==> src/include/aperture_delay_pkg.sv <==
package aperture_delay_pkg;

  // ========================================
  // Register map (printed offsets)
  localparam logic [9:0] ADDR_CAL_ENABLE = 10'h2b0;
  localparam logic [9:0] ADDR_CAL_RESULT = 10'h2b2;
  localparam logic [9:0] ADDR_DELAY_SETTING = 10'h2b5;
  localparam logic [9:0] ADDR_RAMP_CONTROL = 10'h2b8;

  localparam int REG_WIDTH = 24;
  localparam logic [23:0] REG_RESET = 24'h00_0000;

  // ========================================
  // Field positions
  localparam int INVERT_BIT = 16;
  localparam int COARSE_LSB = 8;
  localparam int FINE_LSB = 0;
  localparam int DONE_BIT = 17;
  localparam int CAL_ENABLE_BIT = 0;
  localparam int RAMP_ENABLE_BIT = 0;
  localparam int RAMP_RATE_BIT = 1;

  // ========================================
  // Timing, in clock cycles, and ramp step sizes, in codes
  localparam int UPDATE_LATENCY_CYC = 1536;
  localparam int RAMP_PERIOD_CYC = 384;
  localparam logic [7:0] STEP_SLOW = 8'h01;
  localparam logic [7:0] STEP_FAST = 8'h04;

  // ========================================
  // Calibration sequencer states
  typedef enum logic [1:0] {
    CAL_IDLE = 2'b00,
    CAL_RUN = 2'b01,
    CAL_DONE = 2'b10
  } cal_state_e;

endpackage : aperture_delay_pkg

==> src/rtl/aperture_delay_control.sv <==
// Overview of operation
// - Done bit reads one only with calibration enabled and calibration finished.
// - Calibrated 17-bit delay word reported; valid only while done reads one.
// - Result word: bit 16 invert, bits 15:8 coarse, bits 7:0 fine.
// - Manual invert bit set inverts the sampling clock.
// - Calibration off: manual coarse field drives the coarse delay.
// - Calibration off: manual fine field drives the fine delay.
// - Fine field accepts any value at any time, no sequencing.
// - Ramp mode moves the applied coarse delay gradually toward the target.
// - All manual delay fields reset to zero.
// - Calibration enabled: automatic delay used, manual register ignored.
// - Rising calibration enable launches the calibration sequence.
// - Ramp off: written coarse value applied within 1536 cycles.
// - Ramp on: coarse steps one or four codes every 384 cycles.
`timescale 1ns/1ns
`default_nettype none

module aperture_delay_control
  import aperture_delay_pkg::*;
#(
  parameter int RAMP_PERIOD = RAMP_PERIOD_CYC
) (
  input wire logic clk_sys,
  input wire logic nrst,
  input wire logic regWrite,
  input wire logic regRead,
  input wire logic [9:0] regAddr,
  input wire logic [23:0] regWdata,
  output logic [23:0] regRdata,
  input wire logic calEngineDone,
  input wire logic [16:0] calEngineWord,
  output logic calStart,
  output logic sampleClockInvert,
  output logic [7:0] coarseDelay,
  output logic [7:0] fineDelay
);

  // ========================================
  // Elaboration checks
  if (RAMP_PERIOD < 1 || RAMP_PERIOD > 65535) begin : gBadPeriod
    $error("RAMP_PERIOD out of range");
  end

  // ========================================
  // Reset synchroniser
  logic [1:0] rstSync;
  logic rstn;

  always_ff @(posedge clk_sys or negedge nrst) begin
    if (!nrst) begin
      rstSync <= 2'b00;
    end else begin
      rstSync <= {rstSync[0], 1'b1};
    end
  end

  assign rstn = rstSync[1];

  // ========================================
  // State
  typedef struct packed {
    logic invert;
    logic [7:0] coarseTarget;
    logic [7:0] fine;
    logic calEnable;
    logic rampEnable;
    logic rampFast;
    cal_state_e calState;
    logic [16:0] calWord;
    logic [7:0] coarseRamp;
    logic [15:0] rampCnt;
    logic [23:0] rdata;
    logic calStart;
    logic outInvert;
    logic [7:0] outCoarse;
    logic [7:0] outFine;
  } state_s;

  state_s st;
  state_s next_st;

  function automatic logic [7:0] stepToward(input logic [7:0] cur, input logic [7:0] tgt,
                                            input logic [7:0] step);
    logic [7:0] res;
    res = tgt;
    if (cur < tgt) begin
      if (8'(tgt - cur) > step) begin
        res = 8'(cur + step);
      end
    end else if (cur > tgt) begin
      if (8'(cur - tgt) > step) begin
        res = 8'(cur - step);
      end
    end
    return res;
  endfunction : stepToward

  logic done;
  logic rampTick;
  assign done = (st.calState == CAL_DONE);
  assign rampTick = (st.rampCnt == 16'(RAMP_PERIOD - 1));

  // ========================================
  // Next state
  always_comb begin
    next_st = st;
    next_st.calStart = 1'b0;

    // Register writes
    if (regWrite) begin
      if (regAddr == ADDR_DELAY_SETTING) begin
        next_st.invert = regWdata[INVERT_BIT];
        next_st.coarseTarget = regWdata[COARSE_LSB +: 8];
        next_st.fine = regWdata[FINE_LSB +: 8];
      end else if (regAddr == ADDR_CAL_ENABLE) begin
        next_st.calEnable = regWdata[CAL_ENABLE_BIT];
        if (regWdata[CAL_ENABLE_BIT] && !st.calEnable) begin
          next_st.calStart = 1'b1;
          next_st.calState = CAL_RUN;
        end else if (!regWdata[CAL_ENABLE_BIT]) begin
          next_st.calState = CAL_IDLE;
        end
      end else if (regAddr == ADDR_RAMP_CONTROL) begin
        next_st.rampEnable = regWdata[RAMP_ENABLE_BIT];
        next_st.rampFast = regWdata[RAMP_RATE_BIT];
      end
    end

    // Calibration sequencer
    case (st.calState)
      CAL_RUN: begin
        if (calEngineDone && next_st.calState == CAL_RUN && !st.calStart) begin
          next_st.calState = CAL_DONE;
          next_st.calWord = calEngineWord;
        end
      end
      default: begin
      end
    endcase

    // Coarse ramp
    if (!st.rampEnable) begin
      next_st.rampCnt = '0;
      next_st.coarseRamp = st.coarseTarget;
    end else if (rampTick) begin
      next_st.rampCnt = '0;
      next_st.coarseRamp = stepToward(st.coarseRamp, st.coarseTarget,
                                      st.rampFast ? STEP_FAST : STEP_SLOW);
    end else begin
      next_st.rampCnt = 16'(st.rampCnt + 16'h0001);
    end

    // Applied delay selection
    if (st.calEnable) begin
      next_st.outInvert = st.calWord[INVERT_BIT];
      next_st.outCoarse = st.calWord[COARSE_LSB +: 8];
      next_st.outFine = st.calWord[FINE_LSB +: 8];
    end else begin
      next_st.outInvert = st.invert;
      next_st.outCoarse = st.coarseRamp;
      next_st.outFine = st.fine;
    end

    // Register reads
    next_st.rdata = '0;
    if (regRead) begin
      if (regAddr == ADDR_DELAY_SETTING) begin
        next_st.rdata[INVERT_BIT] = st.invert;
        next_st.rdata[COARSE_LSB +: 8] = st.coarseTarget;
        next_st.rdata[FINE_LSB +: 8] = st.fine;
      end else if (regAddr == ADDR_CAL_RESULT) begin
        next_st.rdata[DONE_BIT] = done;
        next_st.rdata[INVERT_BIT:FINE_LSB] = st.calWord;
      end else if (regAddr == ADDR_CAL_ENABLE) begin
        next_st.rdata[CAL_ENABLE_BIT] = st.calEnable;
      end else if (regAddr == ADDR_RAMP_CONTROL) begin
        next_st.rdata[RAMP_ENABLE_BIT] = st.rampEnable;
        next_st.rdata[RAMP_RATE_BIT] = st.rampFast;
      end
    end
  end

  always_ff @(posedge clk_sys or negedge rstn) begin
    if (!rstn) begin
      st <= '0;
    end else begin
      st <= next_st;
    end
  end

  assign regRdata = st.rdata;
  assign calStart = st.calStart;
  assign sampleClockInvert = st.outInvert;
  assign coarseDelay = st.outCoarse;
  assign fineDelay = st.outFine;

  // ========================================
  // Assertions
  AST_DONE_NEEDS_EN: assert property (@(posedge clk_sys) disable iff (!rstn)
    done |-> st.calEnable)
    else $error("Done set while calibration disabled");

  AST_RESULT_READ: assert property (@(posedge clk_sys) disable iff (!rstn)
    (regRead && regAddr == ADDR_CAL_RESULT) |=>
      regRdata == {6'h00, $past(done), $past(st.calWord)})
    else $error("Result read mismatch");

  AST_CAL_APPLY: assert property (@(posedge clk_sys) disable iff (!rstn)
    (st.calEnable && done) ##1 (st.calEnable && done) |->
      {sampleClockInvert, coarseDelay, fineDelay} == $past(st.calWord))
    else $error("Calibrated word not applied");

  AST_MANUAL_INVERT: assert property (@(posedge clk_sys) disable iff (!rstn)
    !st.calEnable |=> sampleClockInvert == $past(st.invert))
    else $error("Invert not applied");

  AST_MANUAL_FINE: assert property (@(posedge clk_sys) disable iff (!rstn)
    (regWrite && regAddr == ADDR_DELAY_SETTING && !st.calEnable && !next_st.calEnable)
      |-> ##2 fineDelay == $past(regWdata[7:0], 2))
    else $error("Fine value not applied in two cycles");

  AST_IMMEDIATE_COARSE: assert property (@(posedge clk_sys) disable iff (!rstn)
    !st.rampEnable ##1 !st.calEnable |=> coarseDelay == $past(st.coarseTarget, 2))
    else $error("Coarse not applied promptly");

  AST_RAMP_STEP: assert property (@(posedge clk_sys) disable iff (!rstn)
    (st.rampEnable && st.coarseRamp != $past(st.coarseRamp) && $past(st.rampEnable)) |->
      ($past(rampTick) && (st.coarseRamp - $past(st.coarseRamp) <= 8'h04
       || $past(st.coarseRamp) - st.coarseRamp <= 8'h04)))
    else $error("Ramp step too large or off tick");

  AST_LAUNCH: assert property (@(posedge clk_sys) disable iff (!rstn)
    $rose(st.calEnable) |-> st.calStart && st.calState == CAL_RUN)
    else $error("Rising enable did not launch calibration");

  AST_DONE_CLEAR: assert property (@(posedge clk_sys) disable iff (!rstn)
    (st.calStart || !st.calEnable) |-> !done)
    else $error("Done not cleared");

  AST_IGNORE_MANUAL: assert property (@(posedge clk_sys) disable iff (!rstn)
    (st.calEnable && $past(st.calEnable)) |=> fineDelay == $past(st.calWord[7:0]))
    else $error("Manual register not ignored");

  AST_START_PULSE: assert property (@(posedge clk_sys) disable iff (!rstn)
    calStart |=> !calStart)
    else $error("Calibration start longer than one cycle");

  AST_NO_RELAUNCH: assert property (@(posedge clk_sys) disable iff (!rstn)
    (regWrite && regAddr == ADDR_CAL_ENABLE && regWdata[CAL_ENABLE_BIT] && st.calEnable)
      |=> !calStart)
    else $error("Calibration relaunched while enabled");

  AST_DONE_SOURCE: assert property (@(posedge clk_sys) disable iff (!rstn)
    $rose(done) |-> $past(calEngineDone) && $past(st.calState) == CAL_RUN)
    else $error("Done set without finished calibration");

  AST_DISABLE_IDLE: assert property (@(posedge clk_sys) disable iff (!rstn)
    (regWrite && regAddr == ADDR_CAL_ENABLE && !regWdata[CAL_ENABLE_BIT])
      |=> st.calState == CAL_IDLE && !done)
    else $error("Disable did not clear calibration state");

  AST_RESULT_READ_ONLY: assert property (@(posedge clk_sys) disable iff (!rstn)
    (regWrite && regAddr == ADDR_CAL_RESULT && st.calState != CAL_RUN)
      |=> $stable(st.calWord))
    else $error("Result word changed by a register write");

  AST_FINE_ANY_TIME: assert property (@(posedge clk_sys) disable iff (!rstn)
    (regWrite && regAddr == ADDR_DELAY_SETTING)
      |=> st.fine == $past(regWdata[FINE_LSB +: 8]))
    else $error("Fine field write not taken");

  AST_RAMP_HOLD: assert property (@(posedge clk_sys) disable iff (!rstn)
    (st.rampEnable && !rampTick) |=> st.coarseRamp == $past(st.coarseRamp))
    else $error("Ramp moved between ticks");

  AST_RDATA_IDLE: assert property (@(posedge clk_sys) disable iff (!rstn)
    !regRead |=> regRdata == 24'h00_0000)
    else $error("Read data not zero without a read");

  COV_CAL_DONE: cover property (@(posedge clk_sys) disable iff (!rstn)
    st.calStart ##[1:50] done);

  COV_RAMP_STEP: cover property (@(posedge clk_sys) disable iff (!rstn)
    st.rampEnable && rampTick && st.coarseRamp != st.coarseTarget);

  COV_MANUAL_INVERT: cover property (@(posedge clk_sys) disable iff (!rstn)
    !st.calEnable && $rose(sampleClockInvert));

  COV_RAMP_FAST: cover property (@(posedge clk_sys) disable iff (!rstn)
    st.rampEnable && st.rampFast && rampTick && st.coarseRamp != st.coarseTarget);

  COV_RELAUNCH: cover property (@(posedge clk_sys) disable iff (!rstn)
    $fell(st.calEnable) ##[1:20] st.calStart);

endmodule : aperture_delay_control

`default_nettype wire

==> config.mk <==
export PLATFORM = sky130hd
export DESIGN_NAME = aperture_delay_control
export DESIGN_NICKNAME = d
export VERILOG_FILES = /design/src/include/aperture_delay_pkg.sv /design/src/rtl/aperture_delay_control.sv
export SDC_FILE = /design/constraint.sdc
export NUM_CORES = 1
export LEC_CHECK = 0
export ABC_AREA = 0
export ABC_CLOCK_PERIOD_IN_PS = 2900
export BUFFER_PORTS_ARGS = -buffer_cell sky130_fd_sc_hd__buf_2
export CELL_PAD_IN_SITES_DETAIL_PLACEMENT = 0
export CELL_PAD_IN_SITES_GLOBAL_PLACEMENT = 1
export CORE_MARGIN = 4
export CORE_UTILIZATION = 35
export CTS_CLUSTER_SIZE = 12
export DETAILED_ROUTE_END_ITERATION = 8
export PLACE_DENSITY_LB_ADDON = 0.1
export SLEW_MARGIN = 30
export SYNTH_ARGS = -nofsm -noshare
export SYNTH_HDL_FRONTEND = slang
export SYNTH_SLANG_ARGS = --single-unit
export TNS_END_PERCENT = 30
==> constraint.sdc <==
create_clock -name clk_sys -period 2.9 [get_ports clk_sys]
set_input_delay 0.145 -clock clk_sys [delete_from_list [all_inputs] [get_ports clk_sys]]
set_output_delay 0.145 -clock clk_sys [all_outputs]
set_load 0.01 [all_outputs]
Yosys cells after proc, flatten, opt, wreduce, memory -nomap -nowiden
Index checks and enable logic that the tools add are counted.

$add $sub $neg: 5. Multiply operators: 0. Divide/modulo/power cells: 0. Order comparisons: 4. Equal/unequal tests: 9. Shifts and indexed selects: 0. Mux-type cells: 28. Bitwise gates (word level): 2. Reductions and logical operators: 9.

Operators by type and width (count): $eq 10x10->1 const B (4); $mux 8 (5); $mux 19 (2); $mux 17 (2); $mux 16 (2); $mux 24 (1); $mux 18 (1); $add 16x1->16 const B (1); $eq 16x9->1 const B (1); $gt 8x3->1 (2); $sub 8x8->8 (2); $mux 2 (7); $add 8x3->8 (1); $gt 8x8->1 (1); $lt 8x8->1 (1); $sub 8x3->8 (1); $mux 1 (7); $eq 2x1->1 const B (2); $reduce_and 2->1 (2); $reduce_and 4->1 (1); $logic_and 1x1->1 (3); $mux 3 (1); $reduce_and 3->1 (1); $eq 2x2->1 const B (1); 3 further kinds (5).

Flip-flop bits (word level): 101. Latch bits: 0. RAM bits: 0. ROM bits: 0. Bits of input ports: 56. Output and inout bits: 42. Word-level logic and storage cells: 73. Memories kept: 0.

Depth between registers and ports, before layout
Gate-level depths: netlist (run 1).

Word-level depth: 11. Mapped depth: 15. Mapped depth without buffers: 13.

Least setup slack after synthesis (run 1)
Ideal clock, no wire load.

Kind: reg2reg. Start point: reg st[96] in the netlist's numbering. End point: reg st[60] in the netlist's numbering. Library setup time: 0.104 ns. Arrival time: 2.840 ns. Data required time: 2.796 ns. Slack: -0.043 ns. Cell stages (with the launch flop): 16. Path buffers: 2. Period minus slack after synthesis: 2.943 ns. Path through: dfrtp_1 inv_1 ha_1 inv_1 fa_1 xor2_1 ha_1 a2bb2oi_1 o22ai_1 o211ai_1 or4_1 buf_2 buf_6 o21ai_2 o21ai_1 a221oi_1.

Longest elaborated chain between the ends: 7. Elaborated cells between the ends (all ways): 12. Classes of those cells: add/sub (2); order compare (4); mux (6).

RTL lines: start: declaration (line aperture_delay_control.sv:79) `state_s st;`; start signal: assignment (line aperture_delay_control.sv:187) `st <= next_st;`; $sub 8x8->8 (line aperture_delay_control.sv:91) `if (8'(cur - tgt) > step) begin`; $gt 8x3->1 (line aperture_delay_control.sv:91); $mux 8 (line aperture_delay_control.sv:91); $mux 8 (line aperture_delay_control.sv:90) `end else if (cur > tgt) begin`; $mux 8 (*) (line aperture_delay_control.sv:86) `if (cur < tgt) begin`; $mux 8 (*) (line aperture_delay_control.sv:145) `end else if (rampTick) begin`; $mux 24 (*) (line aperture_delay_control.sv:142) `if (!st.rampEnable) begin`.

Mark *: on every way between the ends. The rest lies on a longest branch, timed or not. The select of a mux whose other input is x is not followed. A chain may end at the register's enable or synchronous reset.

Worst setup path after layout (run 1)
Start point: reg st[60] in the netlist's numbering. End point: reg st[62] in the netlist's numbering.

Same word-level chain as after synthesis.

==> key figures, run 1 <==
Outcome
  – Status: complete, but fails checks
  – Failing checks: negative setup slack

Logic synthesis
  – Main synth FF type: dfrtp_1
  – Synth top cells by count: dfrtp_1, mux2_2, buf_4
  – Post-synthesis mux area share: 0.0927
  – Syn_area_per_cell: 10.4 sq um
  – Synth Area in Simple Gates: 0.145
  – Largest cells by area after synthesis: dfrtp_1, mux2_2, buf_4, ha_1, nor2b_1
  – Largest family of logic cells by synthesized area: simple AND/OR/NAND/NOR gates
  – Mapped Area: 0.00570 sq mm
  – Most frequent cell after synthesis: dfrtp_1
  – Adder-cell share of the synthesized area: 0.0620
  – Async set-reset flop share out of synthesis: 1.00
  – Flops & latches, synth: between 100 and 150
  – Seq/Total Area, Yosys: 0.444
  – Post-Synth XOR/XNOR Area: 0.0431
  – Number of flops mapped to enable cells by yosys: 0
  – Yosys cell types: between 60 and 70
  – Synthesis warning total: 0
  – Cells after Synth: 548
  – Leading area contributor after synthesis: dfrtp_1
  – Area share of the largest cell type after synthesis: 0.444
  – Compound-cell area share of the yosys netlist: 0.121

Route
  – Post-DRT Antenna Nets: 0
  – Initial DRT Pass Iterations: 4
  – Vias: approximately 4,300
  – Drc violations: 0
  – WL final: 14.9 mm
  – Routed vias/inst: 4.94
  – DR WL/cell: between 15 and 20 um
  – Initial DRC Count: roughly 260

STA
  – Setup ws final: -0.126 ns
  – Clk_skew: 0.0134 ns
  – Fmax: around 0.33 GHz
  – Min Tclk post-route: slightly above 3 ns
  – Final-report setup violation count: 8
  – Final Hold Vio Count: 0
  – Final period util: 1.04
  – Worst Hold Slack: between 0.01 and 0.015 ns
  – Unrepaired setup endpoints after global routing: yes
  – Relative slew margins: 0.383
  – Final Max Tran Viols: 0
  – Measured slew at the worst slew-check pin: 0.924 ns

Cells and area
  – Area Overhead vs Synth: 22.2%
  – Filler cell count: 1,561
  – Final Net Count: between 700 and 800
  – Fraction of layout instances using a drive strength above 1: 0.364
  – Antenna diodes: 0

Pwr
  – Int Pwr: just under 3 mW
  – Register share of total power: 0.362
  – Power Total: roughly 4.5 mW
  – Net switching power: between 1.5 and 2 mW
  – Fraction of power spent switching nets: 0.349
  – Comb pwr share: 0.373
  – Pwr Density: approximately 650 mW/mm^2
  – Clk pwr share: 0.265
  – Max IR drop VDD: between 300 and 400 uV
  – Leak: ~3.4 nW

CTS
  – CTS tree: built
  – Root Buffer: clkbuf_16
  – TritonCTS buffer count: 9
  – Insertion delay to the later sink of the worst-skew pair: around 0.36 ns
  – Clock transition at path regs: 0.07 ns
  – CTS H-tree depth: 3
  – Clock Sinks: around 100
  – Max Root-Sink Buffers: 2

GRT
  – Number of global-route vias before repair: approximately 4,600
  – Met3 Use GR: 0.0394
  – Busiest grt layer: met2
  – Met1 usage: 0.229
  – GRT overflow: 0
  – Total track usage: 0.168
  – Largest net degree at the start of global routing: 62
  – GR Layer Usage met2: 0.269
  – First-pass GRT wire length: 24.0 mm
  – Initial antenna violation count: 0

Worst setup path
  – CP arrival: approximately 3.3 ns
  – CP Class: reg2reg
  – Critical-path maximum fanout: 7
  – Startpoint types: register
  – CP endpoint kind: register
  – CP required: roughly 3.1 ns

Placed design
  – Final GP Congestion: ~0.8
  – Port Buffers: 84
  – Final HPWL DP: 11.0 mm
  – Place WS: -0.288 ns

Floorplanning
  – DIE AREA: between 0.015 and 0.02 sq mm
  – Initial Util: 0.357
  – Num rows: 46
  – Die width: 136 um
  – Die Y: between 100 and 150 um
  – # IOs: approximately 100
  – Core Region: 0.0159 sq mm

Worst hold path
  – Hold Crit Class: in2reg

Job
  – Max-cap violations: 0
[power by group through the flow]
stage	Combinational [mW]	Sequential (mW)	Clock [mW]
2_1_floorplan	1.05	1.66	0
3_3_place_gp	1.58	1.66	0
3_5_place_dp	1.59	1.66	0
4_1_cts	1.64	1.64	1.25
5_1_grt	1.87	1.65	1.31
6_report	1.69	1.64	1.20
[layout make-up]
type                       count  area, sq um  share of cell area
multi-input combinational    366         2760               0.397
sequential                   101         2530               0.364
timing repair buffer         157         1010               0.146
tap                          216          270              0.0388
clock buffer                   9          225              0.0324
inverter                      22         82.6              0.0119
clock inverter                 7         75.1              0.0108
[cells by family after synthesis]
logic type / Yosys count
AO/OA/AOI/OAI: 103
XOR/XNOR: 28
adder cells (fa/ha/maj): 27
buffers and inverters: 86
flip-flops: 101
multiplexers: 47
other: 2
AND/OR/NAND/NOR: 154
[repair_timing]
action / 4_1_cts / 5_1_grt
hold buffers: 10 / 0
setup buffers: 3 / 3
resized for setup: 17 / 12
endpoints found under the setup margin: 8 / 8
hold endpoints to repair: 11 / 0
pin swaps: 10 / 5
cloned: 1 / 0
[through the flow]
stage | TNS [ns] | instances | cell area (sq um) | utilization
6_report | -0.691 | 878 | 6960 | 0.437
5_1_grt | -1.89 | 878 | 6960 | 0.437
4_1_cts | -0.920 | 875 | 6890 | 0.432
3_5_place_dp | -1.58 | 845 | 6410 | 0.402
3_3_place_gp | -0.897 | 845 | 6410 | 0.402
2_1_floorplan | -0.120 | 553 | 5720 | -
[placed cells by master, fill, tap and decap left out, types with 5 or more instances in the layout]
cell	n
dlygate4sd3_1	10
dfrtp_1	100
a21o_1	5
a21oi_1	9
buf_4	60
nand2_1	31
or3_1	5
ha_1	24
clkbuf_16	9
xor2_1	17
nor2b_1	25
inv_1	18
buf_2	84
a22oi_1	19
nand3_1	15
xnor2_1	11
nor2_1	34
o21ai_0	29
mux2_2	44
conb_1	7
nor3_1	6
[critical path, cell delays in order (launching register included)]
cell and delay (ns):
dfrtp_1 0.38, inv_1 0.08, ha_1 0.41, buf_4 0.18
nand2b_1 0.09, nor2b_1 0.15, o21ai_1 0.13, buf_4 0.16
a31o_2 0.30, or2_1 0.32, or3b_1 0.40, a21o_1 0.19
o211a_1 0.11
[registers in the layout, indices dropped and copies added, names as in the netlist]
signal             cells
calStart               1
coarseDelay            8
fineDelay              8
regRdata              18
rstSync                2
sampleClockInvert      1
st                    63
[routing by layer]
layer,up-vias,part of all wire
met3,11,0.051
li1,2084,-
met5,-,0
met4,0,0.012
met1,2133,0.45
met2,105,0.49
[worst paths after layout]
kind	start	cells past startpoint	slack (ns)	endpoint
worst max-delay path	st[60]	12	-0.13	st[62]
worst min-delay path	regWdata[1]	3	0.01	st[85]
min in group asynchronous	nrst	2	0.08	rstSync[0]
max in group asynchronous	rstSync[1]	1	1.86	st[54]
worst min register to register	rstSync[1]	0	0.31	fineDelay[6]
worst max register to register	st[60]	12	-0.13	st[62]
Note: power is estimated with default switching activity, not from simulation.
==> run 2, diff against run 1 <==
--- a/config.mk
+++ b/config.mk
@@ -14,7 +14,7 @@
 export CORE_UTILIZATION = 35
 export CTS_CLUSTER_SIZE = 12
 export DETAILED_ROUTE_END_ITERATION = 8
-export PLACE_DENSITY_LB_ADDON = 0.1
+export PLACE_DENSITY = 0.74
 export SLEW_MARGIN = 30
 export SYNTH_ARGS = -nofsm -noshare
 export SYNTH_HDL_FRONTEND = slang
==> run 2 against run 1 <==
Effect of this change: critical path depth rose by 2; first-iteration DRC count decreased by 22%; combinational power rose by 3%; power rose by 2.2%; design area shrank 0.13%; the run still ends with negative setup slack left; via count grew 0.65%; critical path type unchanged; wire length fell by 2.3%; largest cell class unchanged; global-route usage is 0.66 points lower; clock power is 4% higher; largest power group unchanged.
==> key figures, run 2 (same netlist as run 1, synthesis figures left out) <==
Worst setup path
  – Critical-path maximum fanout: 6 (was 7)
  – CP required: 3.15 ns (was 3.14 ns)
  – Startpoint types: register (unchanged)
  – CP endpoint kind: register (unchanged)
  – CP Class: reg2reg (unchanged)
  – CP arrival: 3.27 ns (about the same)

Cells and area
  – Max FFs per register: 63 (unchanged)
  – Final Net Count: 731 (was 740)
  – Antenna diodes: 0 (unchanged)
  – Most common cell after layout, fill and taps aside: dfrtp_1 (unchanged)
  – Area Overhead vs Synth: 22.1% (was 22.2%)
  – Finished Core Util: 0.436 (was 0.437)
  – Largest Register: st (unchanged)
  – Commonest non-fill, non-tap cells in the layout: dfrtp_1, buf_2, buf_4 (unchanged)
  – Layout Cells excl Fill: 869 (was 878)
  – Fraction of layout instances using a drive strength above 1: 0.375 (was 0.364)

Floorplanning
  – Initial Util: 0.357 (unchanged)
  – # IOs: 98 (unchanged)
  – DIE AREA: 0.0184 sq mm (unchanged)
  – Die Y: 136 um (unchanged)
  – Die width: 136 um (unchanged)
  – Core Region: 0.0159 sq mm (unchanged)
  – Num rows: 46 (unchanged)

GRT
  – Largest net degree at the start of global routing: 55 (was 62)
  – Number of global-route vias before repair: 4,637 (was 4,557)
  – GRT overflow: 0 (unchanged)
  – First-pass GRT wire length: 23.7 mm (was 24.0 mm)
  – Initial antenna violation count: 0 (unchanged)
  – Total track usage: 0.161 (was 0.168)

Route
  – Initial DRC Count: 200 (was 255)
  – Routed vias/inst: 5.02 (was 4.94)
  – WL final: 14.6 mm (was 14.9 mm)
  – Drc violations: 0 (unchanged)
  – Initial DRT Pass Iterations: 5 (was 4)
  – Post-DRT Antenna Nets: 0 (unchanged)
  – Vias: 4,361 (was 4,333)
  – DR WL/cell: 16.8 um (was 17.0 um)

CTS
  – TritonCTS buffer count: 9 (unchanged)
  – Insertion delay to the later sink of the worst-skew pair: 0.35 ns (was 0.36 ns)
  – Max Root-Sink Buffers: 2 (unchanged)
  – Clock transition at path regs: 0.07 ns (about the same)
  – CTS tree: built (unchanged)
  – CTS H-tree depth: 3 (unchanged)
  – Clock Sinks: 101 (unchanged)
  – Root Buffer: clkbuf_16 (unchanged)

Pwr
  – Leak: 3.41 nW (was 3.42 nW)
  – Pwr Density: 667 mW/mm^2 (was 652 mW/mm^2)
  – Max IR drop VDD: 385 uV (was 361 uV)
  – Power Total: 4.63 mW (was 4.54 mW)

Placed design
  – Place WS: -0.332 ns (was -0.288 ns)
  – Port Buffers: 84 (unchanged)
  – Final GP Congestion: 0.863 (was 0.822)
  – Placed cells: 845 (unchanged)
  – Final HPWL DP: 10.7 mm (was 11.0 mm)

STA
  – Final period util: 1.04 (about the same)
  – Setup TNS: -0.694 ns (was -0.691 ns)
  – Final Max Tran Viols: 0 (unchanged)
  – Fmax: 0.331 GHz (was 0.330 GHz)
  – Final Hold Vio Count: 0 (unchanged)
  – Setup ws final: -0.118 ns (was -0.126 ns)
  – Min Tclk post-route: 3.02 ns (was 3.03 ns)
  – Final-report setup violation count: 8 (unchanged)
  – Clk_skew: 0.00759 ns (was 0.0134 ns)
  – Unrepaired setup endpoints after global routing: yes (unchanged)
  – Measured slew at the worst slew-check pin: 0.972 ns (was 0.924 ns)
  – Relative slew margins: 0.351 (was 0.383)

Outcome
  – Failing checks: negative setup slack (unchanged)
  – Status: complete, but fails checks (unchanged)

Worst hold path
  – Hold Crit Class: in2reg (unchanged)

Job
  – Max-cap violations: 0 (unchanged)
[run 2: cell types whose count changed in the layout (fill, tap and decap cells not counted), moves of 2 or more]
cell           delta
dlygate4sd3_1     -9
buf_4             -3
buf_6             +3
a21oi_1           -2
nor2_1            +2
o21ai_1           +2
o21ai_2           -2
[run 2: metrics by stage]
step                cell area [sq um]  hold slack [ns]
floorplan                        5720           -0.151
global route                     6950           0.0189
detailed placement               6410          -0.0639
finish                           6950           0.0226
CTS                              6830           0.0154
global placement                 6410          -0.0710
[run 2: timing repair]
item,in CTS,in global routing
pin swaps,11,6
hold endpoints to repair,2,0
resized for setup,18,21
buffers inserted,4,3
hold buffers,1,0
endpoints found under the setup margin,8,8
[run 2: report_power, final]
group	switching [mW]	internal, mW	leakage, nW
sequential	0.102	1.54	1.35
clock	0.545	0.707	0.152
combinational	0.894	0.850	1.90
[run 2: worst max-delay path, cell delays in order, from the launching register on]
cell	delay, ns
dfrtp_1	0.40
buf_6	0.13
ha_4	0.15
fa_2	0.42
xnor2_2	0.14
ha_1	0.30
nand2_1	0.07
o21ai_0	0.07
a21oi_1	0.20
nor3_1	0.08
and4b_4	0.19
or2_4	0.26
buf_6	0.14
a211o_1	0.30
o311ai_2	0.07
[run 2: path summary, 6_finish.rpt]
kind,slack [ns],end,startpoint,cells past startpoint
setup / recovery,-0.12,st[58],st[96],14
setup reg to reg,-0.12,st[58],st[96],14
max in group asynchronous,1.80,st[45],rstSync[1],1
hold / removal,0.02,st[81],calEngineWord[15],2
min in group asynchronous,0.13,rstSync[1],nrst,2
hold reg to reg,0.36,rstSync[1],rstSync[0],0
[run 2: final cells by class]
type / count / area (sq um)
tap: 216 / 270
multi-input combinational: 366 / 2810
fill: 1553 / 8990
timing repair buffer: 148 / 935
sequential: 101 / 2530
clock inverter: 6 / 80.1
inverter: 22 / 82.6
clock buffer: 10 / 239
[run 2: metal layers]
metal / part of all wire / global-route usage
met5: 0 / 0
met4: 0.012 / 0.0358
met3: 0.047 / 0.0290
met2: 0.50 / 0.266
met1: 0.45 / 0.221
